$ cat config.mk
export PLATFORM = sky130hd
export DESIGN_NAME = dcfree_coder
export DESIGN_NICKNAME = d
export VERILOG_FILES = /design/src/hw/dcfree_pkg.sv /design/src/hw/dcfree_coder.sv /design/src/hw/whiten_lfsr.sv
export VERILOG_INCLUDE_DIRS = /design/src /design/src/hw
export SDC_FILE = /design/constraint.sdc
export NUM_CORES = 1
export LEC_CHECK = 0
export ABC_CLOCK_PERIOD_IN_PS = 2500
export BUFFER_PORTS_ARGS = -buffer_cell sky130_fd_sc_hd__buf_2
export CORE_MARGIN = 2
export CORE_UTILIZATION = 50
export DETAILED_ROUTE_END_ITERATION = 12
export PLACE_DENSITY_LB_ADDON = 0.1
export RECOVER_POWER = 25
export SYNTH_ARGS = -nofsm -noshare
export SYNTH_HDL_FRONTEND = slang
export SYNTH_SLANG_ARGS = --single-unit
$ cat constraint.sdc
create_clock -name clk -period 2.5 [get_ports clk]
set_input_delay 0.125 -clock clk [delete_from_list [all_inputs] [get_ports clk]]
set_output_delay 0.125 -clock clk [all_outputs]
set_load 0.1 [all_outputs]
$ cat src/hw/dcfree_regs.svh
// Register map, field positions, codes and reset values of the coder
`ifndef DCFREE_REGS_SVH
`define DCFREE_REGS_SVH

// Register indices
`define REG_CTRL 4'h0
`define REG_IRQSEL 4'h1
`define REG_THRESH 4'h2
`define REG_PAYLEN 4'h3
`define REG_PKTCFG 4'h4
`define REG_RATE_LO 4'h5
`define REG_RATE_HI 4'h6
`define REG_STATUS 4'h7

// Control register fields
`define CTRL_MODE 7:5
`define CTRL_PKT_BIT 4
`define CTRL_DMODE 4:3
`define CTRL_MAN 2
`define CTRL_WH 1
`define CTRL_AUTOCLR 0

// Interrupt selection register fields
`define IRQ_RX0 7:6
`define IRQ_RX1 5:4
`define IRQ_TXSTART 3
`define IRQ_TX1 2
`define IRQ_ADRS 1:0

// Packet configuration register fields
`define PKT_VARLEN 7
`define PKT_PREAMBLE 6:5
`define PKT_SYNCTOL 1:0

// Status register bits
`define ST_IRQ0 0
`define ST_IRQ1 1
`define ST_TXSTART 2
`define ST_CODEERR 3

// Chip modes
`define MODE_STBY 3'h1
`define MODE_RX 3'h3
`define MODE_TX 3'h4

// Interrupt source selections
`define RX0_PAYLOAD 2'h0
`define RX0_WRBYTE 2'h1
`define RX0_NEMPTY 2'h2
`define RX0_SYNC 2'h3
`define RX1_CRCOK 2'h0
`define RX1_FULL 2'h1
`define RX1_RSSI 2'h2
`define RX1_THRESH 2'h3
`define ADRS_OFF 2'h0

// Reset values
`define CTRL_RST 8'h20
`define IRQSEL_RST 8'h00
`define THRESH_RST 8'h10
`define PAYLEN_RST 8'h40
`define PKTCFG_RST 8'h00
`define RATE_RST 16'h0007

// Whitening generator defaults
`define WH_TAPS 9'h021
`define WH_SEED 9'h1ff

`endif

$ cat src/hw/dcfree_pkg.sv
// Types shared by the line coder
package dcfree_pkg;
  typedef logic [2:0] chip_mode_t;
  typedef enum logic {PH_FIRST, PH_SECOND} chip_phase_e;
endpackage

$ cat src/hw/dcfree_coder.sv
// Packet line coder, interrupt routing and packet option decoding
//
// Strobed register access and the register offsets were decided locally.
`timescale 1ns/10ps
`include "dcfree_regs.svh"
module dcfree_coder #(
  parameter logic [8:0] WH_TAPS = `WH_TAPS,
  parameter logic [8:0] WH_SEED = `WH_SEED
) (
  input wire logic clk,
  input wire logic nrst,
  input wire logic ce,
  input wire logic [3:0] reg_addr,
  input wire logic [7:0] reg_wdata,
  input wire logic reg_wr,
  input wire logic reg_rd,
  output logic [7:0] reg_rdata,
  input wire logic tx_bit,
  input wire logic tx_coded,
  input wire logic tx_bit_valid,
  output logic tx_bit_ready,
  output logic tx_chip,
  output logic tx_chip_valid,
  input wire logic rx_chip,
  input wire logic rx_coded,
  input wire logic rx_chip_valid,
  output logic rx_bit,
  output logic rx_bit_valid,
  input wire logic [6:0] fifo_count,
  input wire logic ev_payload_ready,
  input wire logic ev_write_byte,
  input wire logic ev_fifo_not_empty,
  input wire logic ev_sync,
  input wire logic ev_adrs_match,
  input wire logic ev_crc_ok,
  input wire logic ev_crc_fail,
  input wire logic ev_fifo_full,
  input wire logic ev_rssi,
  input wire logic ev_tx_done,
  output logic irq0,
  output logic irq1,
  output logic tx_start,
  output logic fifo_clear,
  output logic [1:0] preamble_bytes,
  output logic [1:0] sync_tol,
  output logic [7:0] len_limit,
  output logic len_exact,
  output logic [1:0] adrs_filt
);
  logic [7:0] ctrl_q, irqsel_q, thresh_q, paylen_q, pktcfg_q;
  logic [15:0] rate_q;
  logic [7:0] rdata_q;
  logic code_err_q;
  logic [15:0] div_q;
  logic chip_tick;
  logic wr_ctrl, wr_irqsel, wr_thresh, wr_paylen, wr_pktcfg;
  logic wr_rlo, wr_rhi, clr_err;
  logic [7:0] rd_mux, status;
  dcfree_pkg::chip_mode_t mode;
  logic pkt_mode, man_on, wh_on, is_rx, is_tx, is_stby;

  ////////////////////////////////////////////////////////////////////////
  // Register port
  assign wr_ctrl = reg_wr && (reg_addr == `REG_CTRL);
  assign wr_irqsel = reg_wr && (reg_addr == `REG_IRQSEL);
  assign wr_thresh = reg_wr && (reg_addr == `REG_THRESH);
  assign wr_paylen = reg_wr && (reg_addr == `REG_PAYLEN);
  assign wr_pktcfg = reg_wr && (reg_addr == `REG_PKTCFG);
  assign wr_rlo = reg_wr && (reg_addr == `REG_RATE_LO);
  assign wr_rhi = reg_wr && (reg_addr == `REG_RATE_HI);
  assign clr_err = reg_wr && (reg_addr == `REG_STATUS) &&
                   reg_wdata[`ST_CODEERR];
  assign status = {4'h0, code_err_q, tx_start, irq1, irq0};
  assign rd_mux = (reg_addr == `REG_CTRL) ? ctrl_q :
                  (reg_addr == `REG_IRQSEL) ? irqsel_q :
                  (reg_addr == `REG_THRESH) ? thresh_q :
                  (reg_addr == `REG_PAYLEN) ? paylen_q :
                  (reg_addr == `REG_PKTCFG) ? pktcfg_q :
                  (reg_addr == `REG_RATE_LO) ? rate_q[7:0] :
                  (reg_addr == `REG_RATE_HI) ? rate_q[15:8] :
                  (reg_addr == `REG_STATUS) ? status : 8'h00;
  assign reg_rdata = rdata_q;

  always_ff @(posedge clk or negedge nrst)
  begin
    if (!nrst)
    begin
      ctrl_q <= `CTRL_RST;
      irqsel_q <= `IRQSEL_RST;
      thresh_q <= `THRESH_RST;
      paylen_q <= `PAYLEN_RST;
      pktcfg_q <= `PKTCFG_RST;
      rate_q <= `RATE_RST;
      rdata_q <= 8'h00;
    end
    else if (ce)
    begin
      if (wr_ctrl) ctrl_q <= reg_wdata;
      if (wr_irqsel) irqsel_q <= reg_wdata;
      if (wr_thresh) thresh_q <= reg_wdata;
      if (wr_paylen) paylen_q <= reg_wdata;
      if (wr_pktcfg) pktcfg_q <= reg_wdata;
      if (wr_rlo) rate_q[7:0] <= reg_wdata;
      if (wr_rhi) rate_q[15:8] <= reg_wdata;
      rdata_q <= reg_rd ? rd_mux : 8'h00;
    end
  end

  ////////////////////////////////////////////////////////////////////////
  // Mode decode
  assign mode = ctrl_q[`CTRL_MODE];
  assign pkt_mode = ctrl_q[`CTRL_PKT_BIT];
  assign man_on = ctrl_q[`CTRL_MAN] && pkt_mode;
  assign wh_on = ctrl_q[`CTRL_WH] && pkt_mode;
  assign is_rx = (mode == `MODE_RX);
  assign is_tx = (mode == `MODE_TX);
  assign is_stby = (mode == `MODE_STBY);

  // One divider for every chip of the frame
  assign chip_tick = (div_q == 16'h0000);
  always_ff @(posedge clk or negedge nrst)
  begin
    if (!nrst)
      div_q <= 16'h0000;
    else if (ce)
      div_q <= chip_tick ? rate_q : div_q - 16'h0001;
  end

  ////////////////////////////////////////////////////////////////////////
  // Transmit coder
  dcfree_pkg::chip_phase_e tx_ph_q;
  logic tx_second_q, tx_chip_q, tx_cv_q, tx_in_pay_q;
  logic tx_acc, tx_wh, tx_wh_bit, tx_nrz, tx_seed;

  assign tx_bit_ready = chip_tick && (tx_ph_q == dcfree_pkg::PH_FIRST);
  assign tx_acc = tx_bit_ready && tx_bit_valid;
  assign tx_seed = tx_acc && tx_coded && !tx_in_pay_q;
  assign tx_wh = wh_on && tx_coded;
  assign tx_nrz = tx_bit ^ (tx_wh && tx_wh_bit);
  assign tx_chip = tx_chip_q;
  assign tx_chip_valid = tx_cv_q;

  whiten_lfsr #(.TAPS(WH_TAPS), .SEED(WH_SEED)) u_tx_lfsr (
    .clk(clk),
    .nrst(nrst),
    .ce(ce),
    .load(tx_seed),
    .step(tx_acc && tx_wh),
    .rnd(tx_wh_bit)
  );

  always_ff @(posedge clk or negedge nrst)
  begin
    if (!nrst)
    begin
      tx_ph_q <= dcfree_pkg::PH_FIRST;
      tx_second_q <= 1'b0;
      tx_chip_q <= 1'b0;
      tx_cv_q <= 1'b0;
      tx_in_pay_q <= 1'b0;
    end
    else if (ce)
    begin
      tx_cv_q <= 1'b0;
      if (tx_acc)
        tx_in_pay_q <= tx_coded;
      unique case (tx_ph_q)
        dcfree_pkg::PH_FIRST:
          if (tx_acc)
          begin
            tx_chip_q <= tx_nrz;
            tx_cv_q <= 1'b1;
            tx_second_q <= ~tx_nrz;
            if (man_on && tx_coded)
              tx_ph_q <= dcfree_pkg::PH_SECOND;
          end
        dcfree_pkg::PH_SECOND:
          if (chip_tick)
          begin
            tx_chip_q <= tx_second_q;
            tx_cv_q <= 1'b1;
            tx_ph_q <= dcfree_pkg::PH_FIRST;
          end
      endcase
    end
  end

  ////////////////////////////////////////////////////////////////////////
  // Receive decoder; FIFO side sees NRZ only
  dcfree_pkg::chip_phase_e rx_ph_q;
  logic rx_first_q, rx_bit_q, rx_bv_q, rx_in_pay_q;
  logic rx_man, rx_pair, rx_raw, rx_out, rx_emit, rx_wh, rx_wh_bit;
  logic rx_seed, rx_bad;

  assign rx_man = man_on && rx_coded;
  assign rx_pair = rx_chip_valid && rx_man &&
                   (rx_ph_q == dcfree_pkg::PH_SECOND);
  assign rx_emit = rx_chip_valid && (!rx_man || rx_pair);
  assign rx_raw = rx_pair ? rx_first_q : rx_chip;
  assign rx_wh = wh_on && rx_coded;
  assign rx_out = rx_raw ^ (rx_wh && rx_wh_bit);
  assign rx_seed = rx_emit && rx_coded && !rx_in_pay_q;
  // A pair of equal chips is no valid symbol
  assign rx_bad = rx_pair && (rx_first_q == rx_chip);
  assign rx_bit = rx_bit_q;
  assign rx_bit_valid = rx_bv_q;

  whiten_lfsr #(.TAPS(WH_TAPS), .SEED(WH_SEED)) u_rx_lfsr (
    .clk(clk),
    .nrst(nrst),
    .ce(ce),
    .load(rx_seed),
    .step(rx_emit && rx_wh),
    .rnd(rx_wh_bit)
  );

  always_ff @(posedge clk or negedge nrst)
  begin
    if (!nrst)
    begin
      rx_ph_q <= dcfree_pkg::PH_FIRST;
      rx_first_q <= 1'b0;
      rx_bit_q <= 1'b0;
      rx_bv_q <= 1'b0;
      rx_in_pay_q <= 1'b0;
      code_err_q <= 1'b0;
    end
    else if (ce)
    begin
      rx_bv_q <= rx_emit;
      if (rx_emit)
      begin
        rx_bit_q <= rx_out;
        rx_in_pay_q <= rx_coded;
      end
      if (rx_chip_valid)
      begin
        rx_first_q <= rx_chip;
        rx_ph_q <= (rx_man && rx_ph_q == dcfree_pkg::PH_FIRST) ?
                   dcfree_pkg::PH_SECOND : dcfree_pkg::PH_FIRST;
      end
      // Set wins over a same-cycle clear
      code_err_q <= rx_bad || (code_err_q && !clr_err);
    end
  end

  ////////////////////////////////////////////////////////////////////////
  // Interrupt routing and start condition
  logic thr_hit, start_ok, rx0_src, rx1_src, irq0_d, irq1_d;
  logic irq0_q, irq1_q, start_q, clr_q;
  logic [1:0] pre_q, tol_q, adr_q;
  logic [7:0] len_q;
  logic exact_q;

  assign thr_hit = {1'b0, fifo_count} >= thresh_q;
  assign start_ok = irqsel_q[`IRQ_TXSTART] ? ev_fifo_not_empty :
                    thr_hit;
  assign rx0_src = (irqsel_q[`IRQ_RX0] == `RX0_PAYLOAD) ? ev_payload_ready :
                   (irqsel_q[`IRQ_RX0] == `RX0_WRBYTE) ? ev_write_byte :
                   (irqsel_q[`IRQ_RX0] == `RX0_NEMPTY) ? ev_fifo_not_empty :
                   (irqsel_q[`IRQ_ADRS] != `ADRS_OFF) ? ev_adrs_match :
                   ev_sync;
  assign rx1_src = (irqsel_q[`IRQ_RX1] == `RX1_CRCOK) ? ev_crc_ok :
                   (irqsel_q[`IRQ_RX1] == `RX1_FULL) ? ev_fifo_full :
                   (irqsel_q[`IRQ_RX1] == `RX1_RSSI) ? ev_rssi :
                   thr_hit;
  assign irq0_d = is_rx ? rx0_src :
                  is_stby ? (irqsel_q[`IRQ_RX0] == `RX0_NEMPTY) &&
                            ev_fifo_not_empty :
                  is_tx ? (irqsel_q[`IRQ_TXSTART] ? ev_fifo_not_empty :
                           thr_hit) : 1'b0;
  assign irq1_d = is_rx ? rx1_src :
                  is_stby ? ((irqsel_q[`IRQ_RX1] == `RX1_FULL) &&
                             ev_fifo_full) ||
                            ((irqsel_q[`IRQ_RX1] == `RX1_THRESH) &&
                             thr_hit) :
                  is_tx ? (irqsel_q[`IRQ_TX1] ? ev_tx_done :
                           ev_fifo_full) : 1'b0;
  assign irq0 = irq0_q;
  assign irq1 = irq1_q;
  assign tx_start = start_q;
  assign fifo_clear = clr_q;
  assign preamble_bytes = pre_q;
  assign sync_tol = tol_q;
  assign len_limit = len_q;
  assign len_exact = exact_q;
  assign adrs_filt = adr_q;

  // Preamble, sync tolerance and address filter reach the framer only in the mode they apply to; the exact-length flag
  // in every mode, the length limit in every mode except transmit with variable length
  always_ff @(posedge clk or negedge nrst)
  begin
    if (!nrst)
    begin
      irq0_q <= 1'b0;
      irq1_q <= 1'b0;
      start_q <= 1'b0;
      clr_q <= 1'b0;
      pre_q <= 2'h0;
      tol_q <= 2'h0;
      adr_q <= 2'h0;
      len_q <= 8'h00;
      exact_q <= 1'b0;
    end
    else if (ce)
    begin
      irq0_q <= irq0_d;
      irq1_q <= irq1_d;
      start_q <= is_tx && pkt_mode && start_ok;
      clr_q <= is_rx && ctrl_q[`CTRL_AUTOCLR] && ev_crc_fail;
      pre_q <= is_tx ? pktcfg_q[`PKT_PREAMBLE] : 2'h0;
      tol_q <= is_rx ? pktcfg_q[`PKT_SYNCTOL] : 2'h0;
      adr_q <= is_rx ? irqsel_q[`IRQ_ADRS] : 2'h0;
      exact_q <= !pktcfg_q[`PKT_VARLEN];
      len_q <= (is_tx && pktcfg_q[`PKT_VARLEN]) ? 8'h00 : paylen_q;
    end
  end
endmodule // dcfree_coder

$ cat src/hw/whiten_lfsr.sv
// Nine-bit pseudo-random generator for whitening
`timescale 1ns/10ps
`include "dcfree_regs.svh"
module whiten_lfsr #(
  parameter logic [8:0] TAPS = `WH_TAPS,
  parameter logic [8:0] SEED = `WH_SEED
) (
  input wire logic clk,
  input wire logic nrst,
  input wire logic ce,
  input wire logic load,
  input wire logic step,
  output logic rnd
);
  logic [8:0] state_q;
  logic [8:0] state_d;
  logic [8:0] base;

  ////////////////////////////////////////////////////////////////////////
  // Seed is usable in the very cycle it is loaded
  assign base = load ? SEED : state_q;
  assign rnd = base[0];
  assign state_d = {^(base & TAPS), base[8:1]};

  always_ff @(posedge clk or negedge nrst)
  begin
    if (!nrst)
      state_q <= SEED;
    else if (ce && step)
      state_q <= state_d;
    else if (ce && load)
      state_q <= SEED;
  end
endmodule // whiten_lfsr

* After elaboration in Yosys (flattened, before gate mapping)
Cells that the tools add are included.
** Word-level totals
- Memory bits (writable) :: 0
- Bits in registers :: 128
- Output and inout port bits :: 32
- Latch bits :: 0
- Input bits :: 40
- Memories kept :: 0
- Word-level logic and storage cells :: 175
- Memory bits (read-only) :: 0
** Operators by class
- Magnitude comparators :: 1
- Multiplexer cells :: 47
- Multipliers :: 0
- Bitwise gates (word level) :: 5
- Add/subtract/negate cells :: 1
- Shift-type cells :: 0
- Reduce and logical (&&, ||, !) cells :: 72
- Div/mod/pow operators :: 0
- Equality and inequality tests :: 18
** Operators by type and width (number)
- $mux W8 :: 9
- $mux W9 :: 6
- $logic_and A1 B1 Y1 :: 43
- $mux W1 :: 24
- $reduce_and A2 Y1 :: 10
- $reduce_xor A9 Y1 :: 2
- $eq A4 B3 Y1 const B :: 4
- $logic_not A16 Y1 :: 1
- $mux W16 :: 1
- $sub A16 B1 Y16 const B :: 1
- $eq A4 B2 Y1 const B :: 2
- $ge A7 B8 Y1 :: 1
- $eq A2 B2 Y1 const B :: 3
- $mux W2 :: 3
- $pmux W1 S2 :: 3
- $reduce_and A3 Y1 :: 2
- $reduce_bool A2 Y1 :: 3
- $logic_not A1 Y1 :: 5
- $eq A2 B1 Y1 const B :: 2
- $eq A4 B1 Y1 const B :: 1
- $logic_not A2 Y1 :: 2
- $logic_not A4 Y1 :: 1
- $mux W4 :: 1
- $ne A2 B2 Y1 const B :: 2
- 7 further kinds :: 12

* Longest topological paths before layout
Gate-level depths: netlist of the first run.
- Depth in word-level cells :: 11
- Mapped depth :: 9
- Depth with buffers taken out :: 7

* By module
From an unflattened synthesis of the first run, not the netlist that was laid out.
** Second synthesis, totals
- Cell total of the unflattened synthesis :: 599
- Area, all modules :: 6561.3 µm²
** Modules (own cells, without submodules)
- dcfree_coder :: seq. area each 2760.1 µm², times used 1, area each 5527.8 µm², cells an instance 499
- whiten_lfsr :: seq. area each 236.5 µm², times used 2, area each 516.7 µm², cells an instance 50

* Worst setup path before layout of the first run
No wires, ideal clock.
- Path kind :: register to output
- Start point :: reg div_q[0]
- End point :: out tx_bit_ready
- Data required time :: 2.375 ns
- Arrival time :: 2.699 ns
- Slack :: -0.324 ns
- Stages on the path, launching flop included :: 7
- Buffers on the path :: 1
- Cell sequence :: dfrtp_1 > inv_1 > ha_1 > nor4b_1 > nand4_2 > clkbuf_1 > nor2_1
** On the way
- Word-level cells in the longest chain between the ends :: 2
** RTL lines
- start, declared :: line dcfree_coder.sv:54 : logic [15:0] div_q;
- start signal, assigned :: line dcfree_coder.sv:126 : div_q <= chip_tick ? rate_q : div_q - 16'h0001;
- $logic_not A16 Y1 :: line dcfree_coder.sv:120 : assign chip_tick = (div_q == 16'h0000);
- $logic_and A1 B1 Y1 :: line dcfree_coder.sv:135 : assign tx_bit_ready = chip_tick && (tx_ph_q == dcfree_pkg::PH_FIRST);
- end, declared :: line dcfree_coder.sv:21 : output logic tx_bit_ready,
Every way passes these cells.

* Worst setup path after layout of the first run
- Start point :: reg div_q[9]
- End point :: out tx_bit_ready
Same word-level chain as after synthesis.

==> flow_summary.toml, run 1 <==
[synth]
syn-num-nets = 627
yosysMostFrequentCell = "dfrtp_1"
ys_seq_area_share_pct = 51.3
synth_ff_type = "dfrtp_1"
ys_warn_count = 0
yosys.cell_types.count = 65
synthTopCellsByArea = "dfrtp_1 41%, mux2_2 11%, dfstp_2 10%"
ys_seq_elements = 128
netlist_top_cells_count = "104 x dfrtp_1, 59 x mux2_2, 47 x nand2_1, 44 x nor2_1, 41 x o21ai_0"
avgSynthCellArea_um2 = 10.9
async_flop_share_pct = 100
yosysTopAreaCellShare_pct = 41.3
synth_edf_count = 0
yosys.area.top_type = "dfrtp_1"
synthCells = 578
synth_area_um2 = 6300

[worst_setup_path]
slowest_stage = "nor4_2"
arrival_ns = 2.15
crit_path_start_kind = "flop"
reg2regPathDepth = 5
crit_chain = "nor4_2 > nand4_2 > buf_4 > nor2_2 > buf_12"
cpPeakStageDelay_ns = 0.47
criticalPathCategory = "flop to output pin"
cp_num_buf_inv = 2
crit_cells = 5
crit_path_end_kind = "output pin"
cp.required_ns = 2.38
crit_fanout = 7
path_delay_family = "simple AND/OR/NAND/NOR gates"

[pwr]
p_leak_nw = 3.40
power_density_nw_per_um2 = 910
total_power_mw = 6.86
irDropWorstVdd_uv = 510

[sta]
setup_viol = 0
period_needed_ns = 2.28
fin_setup_tns_ns = 0
relSlewSlack_pct = 27.5
hold_viol = 0
fin_crit_sh_pct = 91.2
max_freq_ghz = 0.439
slew_violations = 0
finClkSkew_ns = 0.00679
worst_pin_slew_ns = 1.09
rsz0062_at_grt = "false"

[clock_tree]
clk_transition_reported_paths_ns = 0.06
cts_sinks = 128
cts_root_buf = "clkbuf_16"
clk_path_buf_depth = 2
cts.htree.levels = 4
tritoncts = "yes"
insertion_delay_ns = 0.42
post_cts_buffers = 0
numCtsBuffers = 17

[drt]
wl_per_cell_um = 19.4
highest_layer = "met4"
wl_met2_um = 7970
num_vias = 4956
dr_wl_met3_um = 719
drt-pass1-iter-count = 5
drc = 0
drt_first_iter_violations = 342
wl_met1_um = 7280
wirelength_um = 16400
final_antenna_net_count = 0
via_per_inst = 5.87

[floorplanning]
start_util_pct = 50.5
coreArea_um2 = 12500
num_rows = 41
ios = 72
die-area_um2 = 13500
die_h_um = 116
fp.dieW_um = 116

[job]
max_cap_violations = 0

[min_path]
min_path_type = "input port to flop"
hold_path_depth = 3

[final_layout]
nFillCells = 1079
syn_to_final_growth_pct = 19.6
stdcell_count = 844
fin_area_um2 = 7540
nets = 708
antenna_cells = 0
drive_gt1_share_pct = 32.6

[placed_design]
place_area_um2 = 6900
place_hpwl_um = 11500
place.gp.congestion = 0.863
dp.cells = 808
portBuffers = 71

[global_routing]
overflow = 0
grt_pass1_vias = 4888
grt_pass1_wl_um = 26300
antenna_found_initial = 0
track_usage_pct = 26.1
grt_start_max_net_pins = 57

[run_status]
status = "finished clean"
==> worst paths after layout <==
path	slack, ns	startpoint	end
worst max-delay path	0.22	div_q[9]	tx_bit_ready
worst min-delay path	0.05	ev_fifo_full	irq1
worst max register to register	0.37	div_q[2]	div_q[11]
worst min register to register	0.48	u_tx_lfsr.state_q[2]	u_tx_lfsr.state_q[2]
max in group asynchronous	0.44	nrst	reg_rdata[1]
min in group asynchronous	0.44	nrst	div_q[10]
==> flip-flops by register name (all words and copies together) (netlist names), 8 cells and up <==
register and flops:
ctrl_q 8, paylen_q 8, len_limit 8, rate_q 16, pktcfg_q 8, irqsel_q 8, div_q 16, u_tx_lfsr.state_q 9
reg_rdata 8, u_rx_lfsr.state_q 9, thresh_q 8
==> per-stage QoR <==
step	setup WS, ns	hold slack (ns)	utilization [%]
after floorplan	0.135	-0.171	-
after global placement	0.406	0.167	55.3
after detailed placement	0.291	0.169	55.3
after CTS	0.110	0.0314	60.6
after global routing	0.0432	0.0682	60.5
final	0.220	0.0504	60.5
==> cells in the final DEF, fill, tap and decap left out, drive strengths merged, types with 10 or more instances in the layout <==
cell | synthesis | layout
nor2 | 44 | 44
clkbuf | 18 | 19
nand2 | 47 | 47
nand3 | 10 | 10
o2bb2ai | 16 | 16
o21ai | 42 | 42
a21oi | 35 | 35
dfstp | 24 | 24
buf | 10 | 84
a22oi | 10 | 10
mux2 | 59 | 59
a22o | 11 | 11
inv | 25 | 27
mux2i | 13 | 13
dfrtp | 104 | 104
==> layer usage <==
metal	global-route usage, %	vias to the layer above
met3	5.86	27
li1	-	2306
met1	34.6	2474
met2	41.8	149
met4	10.5	0
met5	0	-
==> repair_timing <==
| item | CTS | global route |
|---|---|---|
| endpoints found under the setup margin | 0 | 1 |
| endpoints found under the hold margin | 35 | 0 |
| hold buffers | 4 | 0 |
| resized for setup | 0 | 1 |
==> where the power goes <==
| group | switching (mW) | internal, mW | leakage (nW) | total (mW) |
|---|---|---|---|---|
| Sequential | 0.376 | 2.47 | 1.60 | 2.85 |
| Clock | 0.971 | 1.58 | 0.290 | 2.55 |
| Combinational | 0.931 | 0.528 | 1.51 | 1.46 |
==> worst min-delay path, cell delays in order <==
cell     delay, ns
buf_2         0.08
a21oi_1       0.06
a31oi_1       0.15
==> logic make-up (layout without fill, tap and decap cells) <==
logic type / Yosys count / in the layout / share of synthesized area [%]
xor+xnor: 5 / 5 / 0.695
flops: 128 / 128 / 51.3
buf+inv: 53 / 147 / 3.38
mux: 75 / 75 / 13.7
simple gates: 151 / 151 / 11.8
compound gates: 157 / 157 / 17.4
fa+ha+maj: 9 / 9 / 1.79
==> final cells by class <==
type / instances / area (um2) / area share (%)
repair buffers: 90 / 518 / 6.87
clock buffers: 17 / 425 / 5.64
flip-flops and latches: 128 / 3230 / 42.9
clock inverters: 15 / 188 / 2.49
inverters: 25 / 93.8 / 1.25
well taps: 172 / 215 / 2.86
multi-input cells: 397 / 2860 / 38.0
(Power assumes the default switching activity.)
==> inputs of run 2 (changes only) <==
Settings changed: HOLD_SLACK_MARGIN set to 0.15.
==> run 2 against run 1 <==
Compared with the run above: combinational power about the same; first-iteration DRC count increased by 6.7%; fmax decreased by 0.27%; count of clock-buffer cells in the layout unchanged; global-route usage increased by 0.22 points; die area unchanged; setup slack got worse by 0.0062 ns; clock power about the same; utilization increased by 1.4 points; final area increased by 2.3%; critical path type unchanged; largest power group unchanged; highest routed layer unchanged.
==> flow_summary.toml, run 2 (same netlist as run 1, synthesis figures left out) <==
[sta]
finalWorstSetupSlack_ns = 0.214
period_needed_ns = 2.29
max_freq_ghz = 0.437
hold_viol = 0
fin_crit_sh_pct = 91.4
finClkSkew_ns = 0.00675
worst_pin_slew_ns = 1.10
relSlewSlack_pct = 26.7
slew_violations = 0
holdWs_ns = 0.181
fin_setup_tns_ns = 0
setup_viol = 0
rsz0062_at_grt = "false"

[final_layout]
drive_gt1_share_pct = 31.8
final_common_cell = "dfrtp_1"
antenna_cells = 0
final_util_pct = 61.8
nFillCells = 1066
multi_input_area_um2 = 2860
final_cell_mix = "104 x dfrtp_1, 70 x buf_2, 59 x mux2_2"
syn_to_final_growth_pct = 22.4
seq_area_um2 = 3230
reg_top3 = "div_q x16, rate_q x16"
nets = 725

[worst_setup_path]
slowest_stage = "nor4_2"
crit_path_start_kind = "flop"
crit_fanout = 7
cpPeakStageDelay_ns = 0.47
crit_chain = "nor4_2 > nand4_2 > buf_4 > nor2_2 > buf_12"
criticalPathCategory = "flop to output pin"
arrival_ns = 2.16
cp.required_ns = 2.38
crit_path_end_kind = "output pin"

[pwr]
p_clk_share_pct = 37.1
irDropWorstVdd_uv = 510
power_frac_comb_pct = 21.5
switching_share_pct = 33.2
p_int_mw = 4.60
p_leak_nw = 3.47
p_seq_share_pct = 41.4
power_density_nw_per_um2 = 893
p_switching_mw = 2.29

[clock_tree]
post_cts_buffers = 0
clk_path_buf_depth = 2
cts.htree.levels = 4
insertion_delay_ns = 0.42
cts_root_buf = "clkbuf_16"
tritoncts = "yes"
numCtsBuffers = 17
cts_sinks = 128
clk_transition_reported_paths_ns = 0.06

[drt]
wl_per_cell_um = 19.2
wirelength_um = 16600
via_per_inst = 5.79
drt_first_iter_violations = 365
drt-pass1-iter-count = 5
num_vias = 4981
final_antenna_net_count = 0
drc = 0

[global_routing]
antenna_found_initial = 0
overflow = 0
grt_pass1_vias = 4953
track_usage_pct = 26.3
grt_pass1_wl_um = 26500
grt_start_max_net_pins = 57

[placed_design]
place_hpwl_um = 11500
place.gp.congestion = 0.863
post-place-ws_ns = 0.291
portBuffers = 71

[floorplanning]
coreArea_um2 = 12500
die_h_um = 116
ios = 72
fp.dieW_um = 116
num_rows = 41
start_util_pct = 50.5
die-area_um2 = 13500

[min_path]
min_path_type = "input port to flop"

[run_status]
status = "finished clean"

[job]
max_cap_violations = 0
[run 2: power by group through the flow]
stage               clock (mW)  combinational [mW]  sequential, mW
finish                    2.55                1.48            2.85
global route              2.69                1.61            2.90
CTS                       2.58                1.49            2.84
detailed placement           0                1.45            2.87
global placement             0                1.42            2.85
floorplan                    0               0.740            3.12
[run 2: routing by layer]
metal / share of wire, % / up-vias / GRT usage (%)
met4: 3.0 / 0 / 10.6
li1: - / 2335 / -
met2: 48 / 147 / 42.6
met1: 44 / 2468 / 34.5
met5: 0 / - / 0
met3: 4.6 / 31 / 5.81
[run 2: final timing paths]
kind	from	endpoint	slack (ns)	cells after the start
min reg2reg	rx_bit	rx_bit	0.47	2
min	reg_wdata[1]	irqsel_q[1]	0.18	2
max in group asynchronous	nrst	pktcfg_q[0]	0.45	3
max reg2reg	ctrl_q[4]	rx_in_pay_q	0.32	5
max	div_q[9]	tx_bit_ready	0.21	5
min in group asynchronous	nrst	div_q[10]	0.45	2
[run 2: what timing repair did]
item	in CTS	in global routing
hold buffers	21	0
endpoints found under the setup margin	0	1
hold endpoints to repair	106	0
gates resized for setup	0	1
[run 2: metrics by stage]
step           cell area (um2)  power, mW  instances
3_3_place_gp              6900       4.27        808
5_1_grt                   7710       7.20        861
6_report                  7710       6.89        861
3_5_place_dp              6900       4.32        808
4_1_cts                   7720       6.91        861
2_1_floorplan             6300       3.86        578
[run 2: critical path: cells and delay by family, from the launching register on]
kind                   cells  cell delay, ns
and+or+nand+nor            3            0.86
DFF                        1            0.46
buffers and inverters      2            0.42
[run 2: area by class of cell]
type	count	area share, %
flip-flops and latches	128	41.9
multi-input cells	397	37.1
repair buffers	107	8.96
clock buffers	17	5.52
well taps	172	2.79
clock inverters	15	2.43
inverters	25	1.22
==> inputs of run 3 (changes only) <==
Settings changed: REMOVE_ABC_BUFFERS set to 1.
==> run 3 against run 2 <==
Compared with the run above: count of clock-buffer cells in the layout rose by 4; critical path type unchanged; largest power group is now the clock network; first-iteration DRC count fell by 2.7%; clock skew fell by 0.0029 ns; highest routed layer unchanged.
==> flow_summary.toml, run 3 (same netlist as run 1, synthesis figures left out) <==
[global_routing]
track_usage_pct = 26.9
grt_start_max_net_pins = 61
antenna_found_initial = 0
grt_pass1_vias = 5142
grt_pass1_wl_um = 27400
overflow = 0

[clock_tree]
insertion_delay_ns = 0.42
cts_sinks = 128
clk_transition_reported_paths_ns = 0.05
tritoncts = "yes"
clk_path_buf_depth = 2
cts.htree.levels = 4
cts_root_buf = "clkbuf_16"
numCtsBuffers = 17

[final_layout]
nets = 730
seq_area_um2 = 3230
reg_top3 = "div_q x16, rate_q x16"
final_common_cell = "dfrtp_1"
final_util_pct = 63.1
multi_input_area_um2 = 2860
final_cell_mix = "104 x dfrtp_1, 69 x buf_2, 59 x mux2_2"
nFillCells = 1040
drive_gt1_share_pct = 32.0
stdcell_count = 866
antenna_cells = 0
syn_to_final_growth_pct = 24.7

[job]
max_cap_violations = 0

[floorplanning]
ios = 72
fp.dieW_um = 116
num_rows = 41
coreArea_um2 = 12500
die_h_um = 116
start_util_pct = 50.5
die-area_um2 = 13500

[placed_design]
portBuffers = 71
place_hpwl_um = 11800
place.gp.congestion = 0.871
dp.cells = 813

[worst_setup_path]
criticalPathCategory = "flop to output pin"
crit_path_end_kind = "output pin"
r2r_end = "rx_in_pay_q"
r2r_slack_ns = 0.19
reg2reg_from = "ctrl_q[4]"
arrival_ns = 2.25
crit_path_start_kind = "flop"
reg2regPathDepth = 5
crit_fanout = 7
cp.required_ns = 2.38

[drt]
via_per_inst = 5.92
final_antenna_net_count = 0
num_vias = 5130
drt-pass1-iter-count = 5
drt_first_iter_violations = 355
wl_per_cell_um = 19.6
wirelength_um = 17000
drc = 0

[sta]
fin_crit_sh_pct = 95.2
holdWs_ns = 0.176
finClkSkew_ns = 0.00386
setup_viol = 0
hold_viol = 0
slew_violations = 0
worst_pin_slew_ns = 0.926
relSlewSlack_pct = 38.3
period_needed_ns = 2.38
rsz0062_at_grt = "false"
max_freq_ghz = 0.420

[pwr]
p_leak_nw = 3.56
irDropWorstVdd_uv = 539
power_density_nw_per_um2 = 940

[min_path]
min_path_type = "input port to flop"
hold_path_depth = 5
hold_start = "ev_tx_done"
hold_path_end = "irq1"

[run_status]
status = "finished clean"
run 3: area by class of cell:
class                      count  area share [%]
timing repair buffer         112            9.30
sequential                   128            41.1
clock buffer                  21            5.99
inverter                      25            1.19
multi-input combinational    397            36.4
clock inverter                11            3.25
tap                          172            2.74
run 3: stage by stage:
| stage | instance area (um2) | setup slack, ns | power, mW | setup TNS, ns |
|---|---|---|---|---|
| floorplan | 6180 | -0.576 | 3.82 | -0.576 |
| global placement | 6930 | 0.458 | 4.28 | 0 |
| detailed placement | 6930 | 0.400 | 4.33 | 0 |
| CTS | 7870 | 0.0931 | 7.42 | 0 |
| global route | 7860 | 0.0165 | 7.72 | 0 |
| finish | 7860 | 0.121 | 7.39 | 0 |
run 3: worst max path at each step:
stage,from,end,slack [ns],cells after the start
2_1_floorplan,div_q[0],tx_bit_ready,-0.58,5
3_3_place_gp,div_q[0],tx_in_pay_q,0.46,7
3_5_place_dp,div_q[0],tx_in_pay_q,0.40,7
4_1_cts,div_q[0],tx_bit_ready,0.09,7
5_1_grt,div_q[9],tx_bit_ready,0.02,5
6_report,div_q[9],tx_bit_ready,0.12,5
run 3: what timing repair did:
item | CTS | global route
setup buffers | 0 | 0
endpoints found under the hold margin | 150 | 0
hold buffers | 21 | 0
setup endpoints to repair | 0 | 1
resized for setup | 0 | 1
run 3: metal layers:
layer / part of all wire, % / up-vias / wire length [um] / global-route usage [%]
met5: 0 / - / 0 / 0
met4: 1.8 / 0 / 305 / 9.37
met3: 5.5 / 31 / 942 / 7.21
met2: 46 / 171 / 7860 / 40.8
met1: 46 / 2586 / 7910 / 37.7
li1: - / 2342 / - / -
run 3: power breakdown:
part	internal (mW)	switching, mW
Combinational	0.555	0.945
Clock	2.15	0.888
Sequential	2.47	0.384
run 3: worst max-delay path: stages, from the launching register on:
cell and delay (ns):
dfrtp_1 0.45, nor4_2 0.53, nand4_2 0.24, buf_4 0.22, nor2_1 0.18, buf_12 0.20
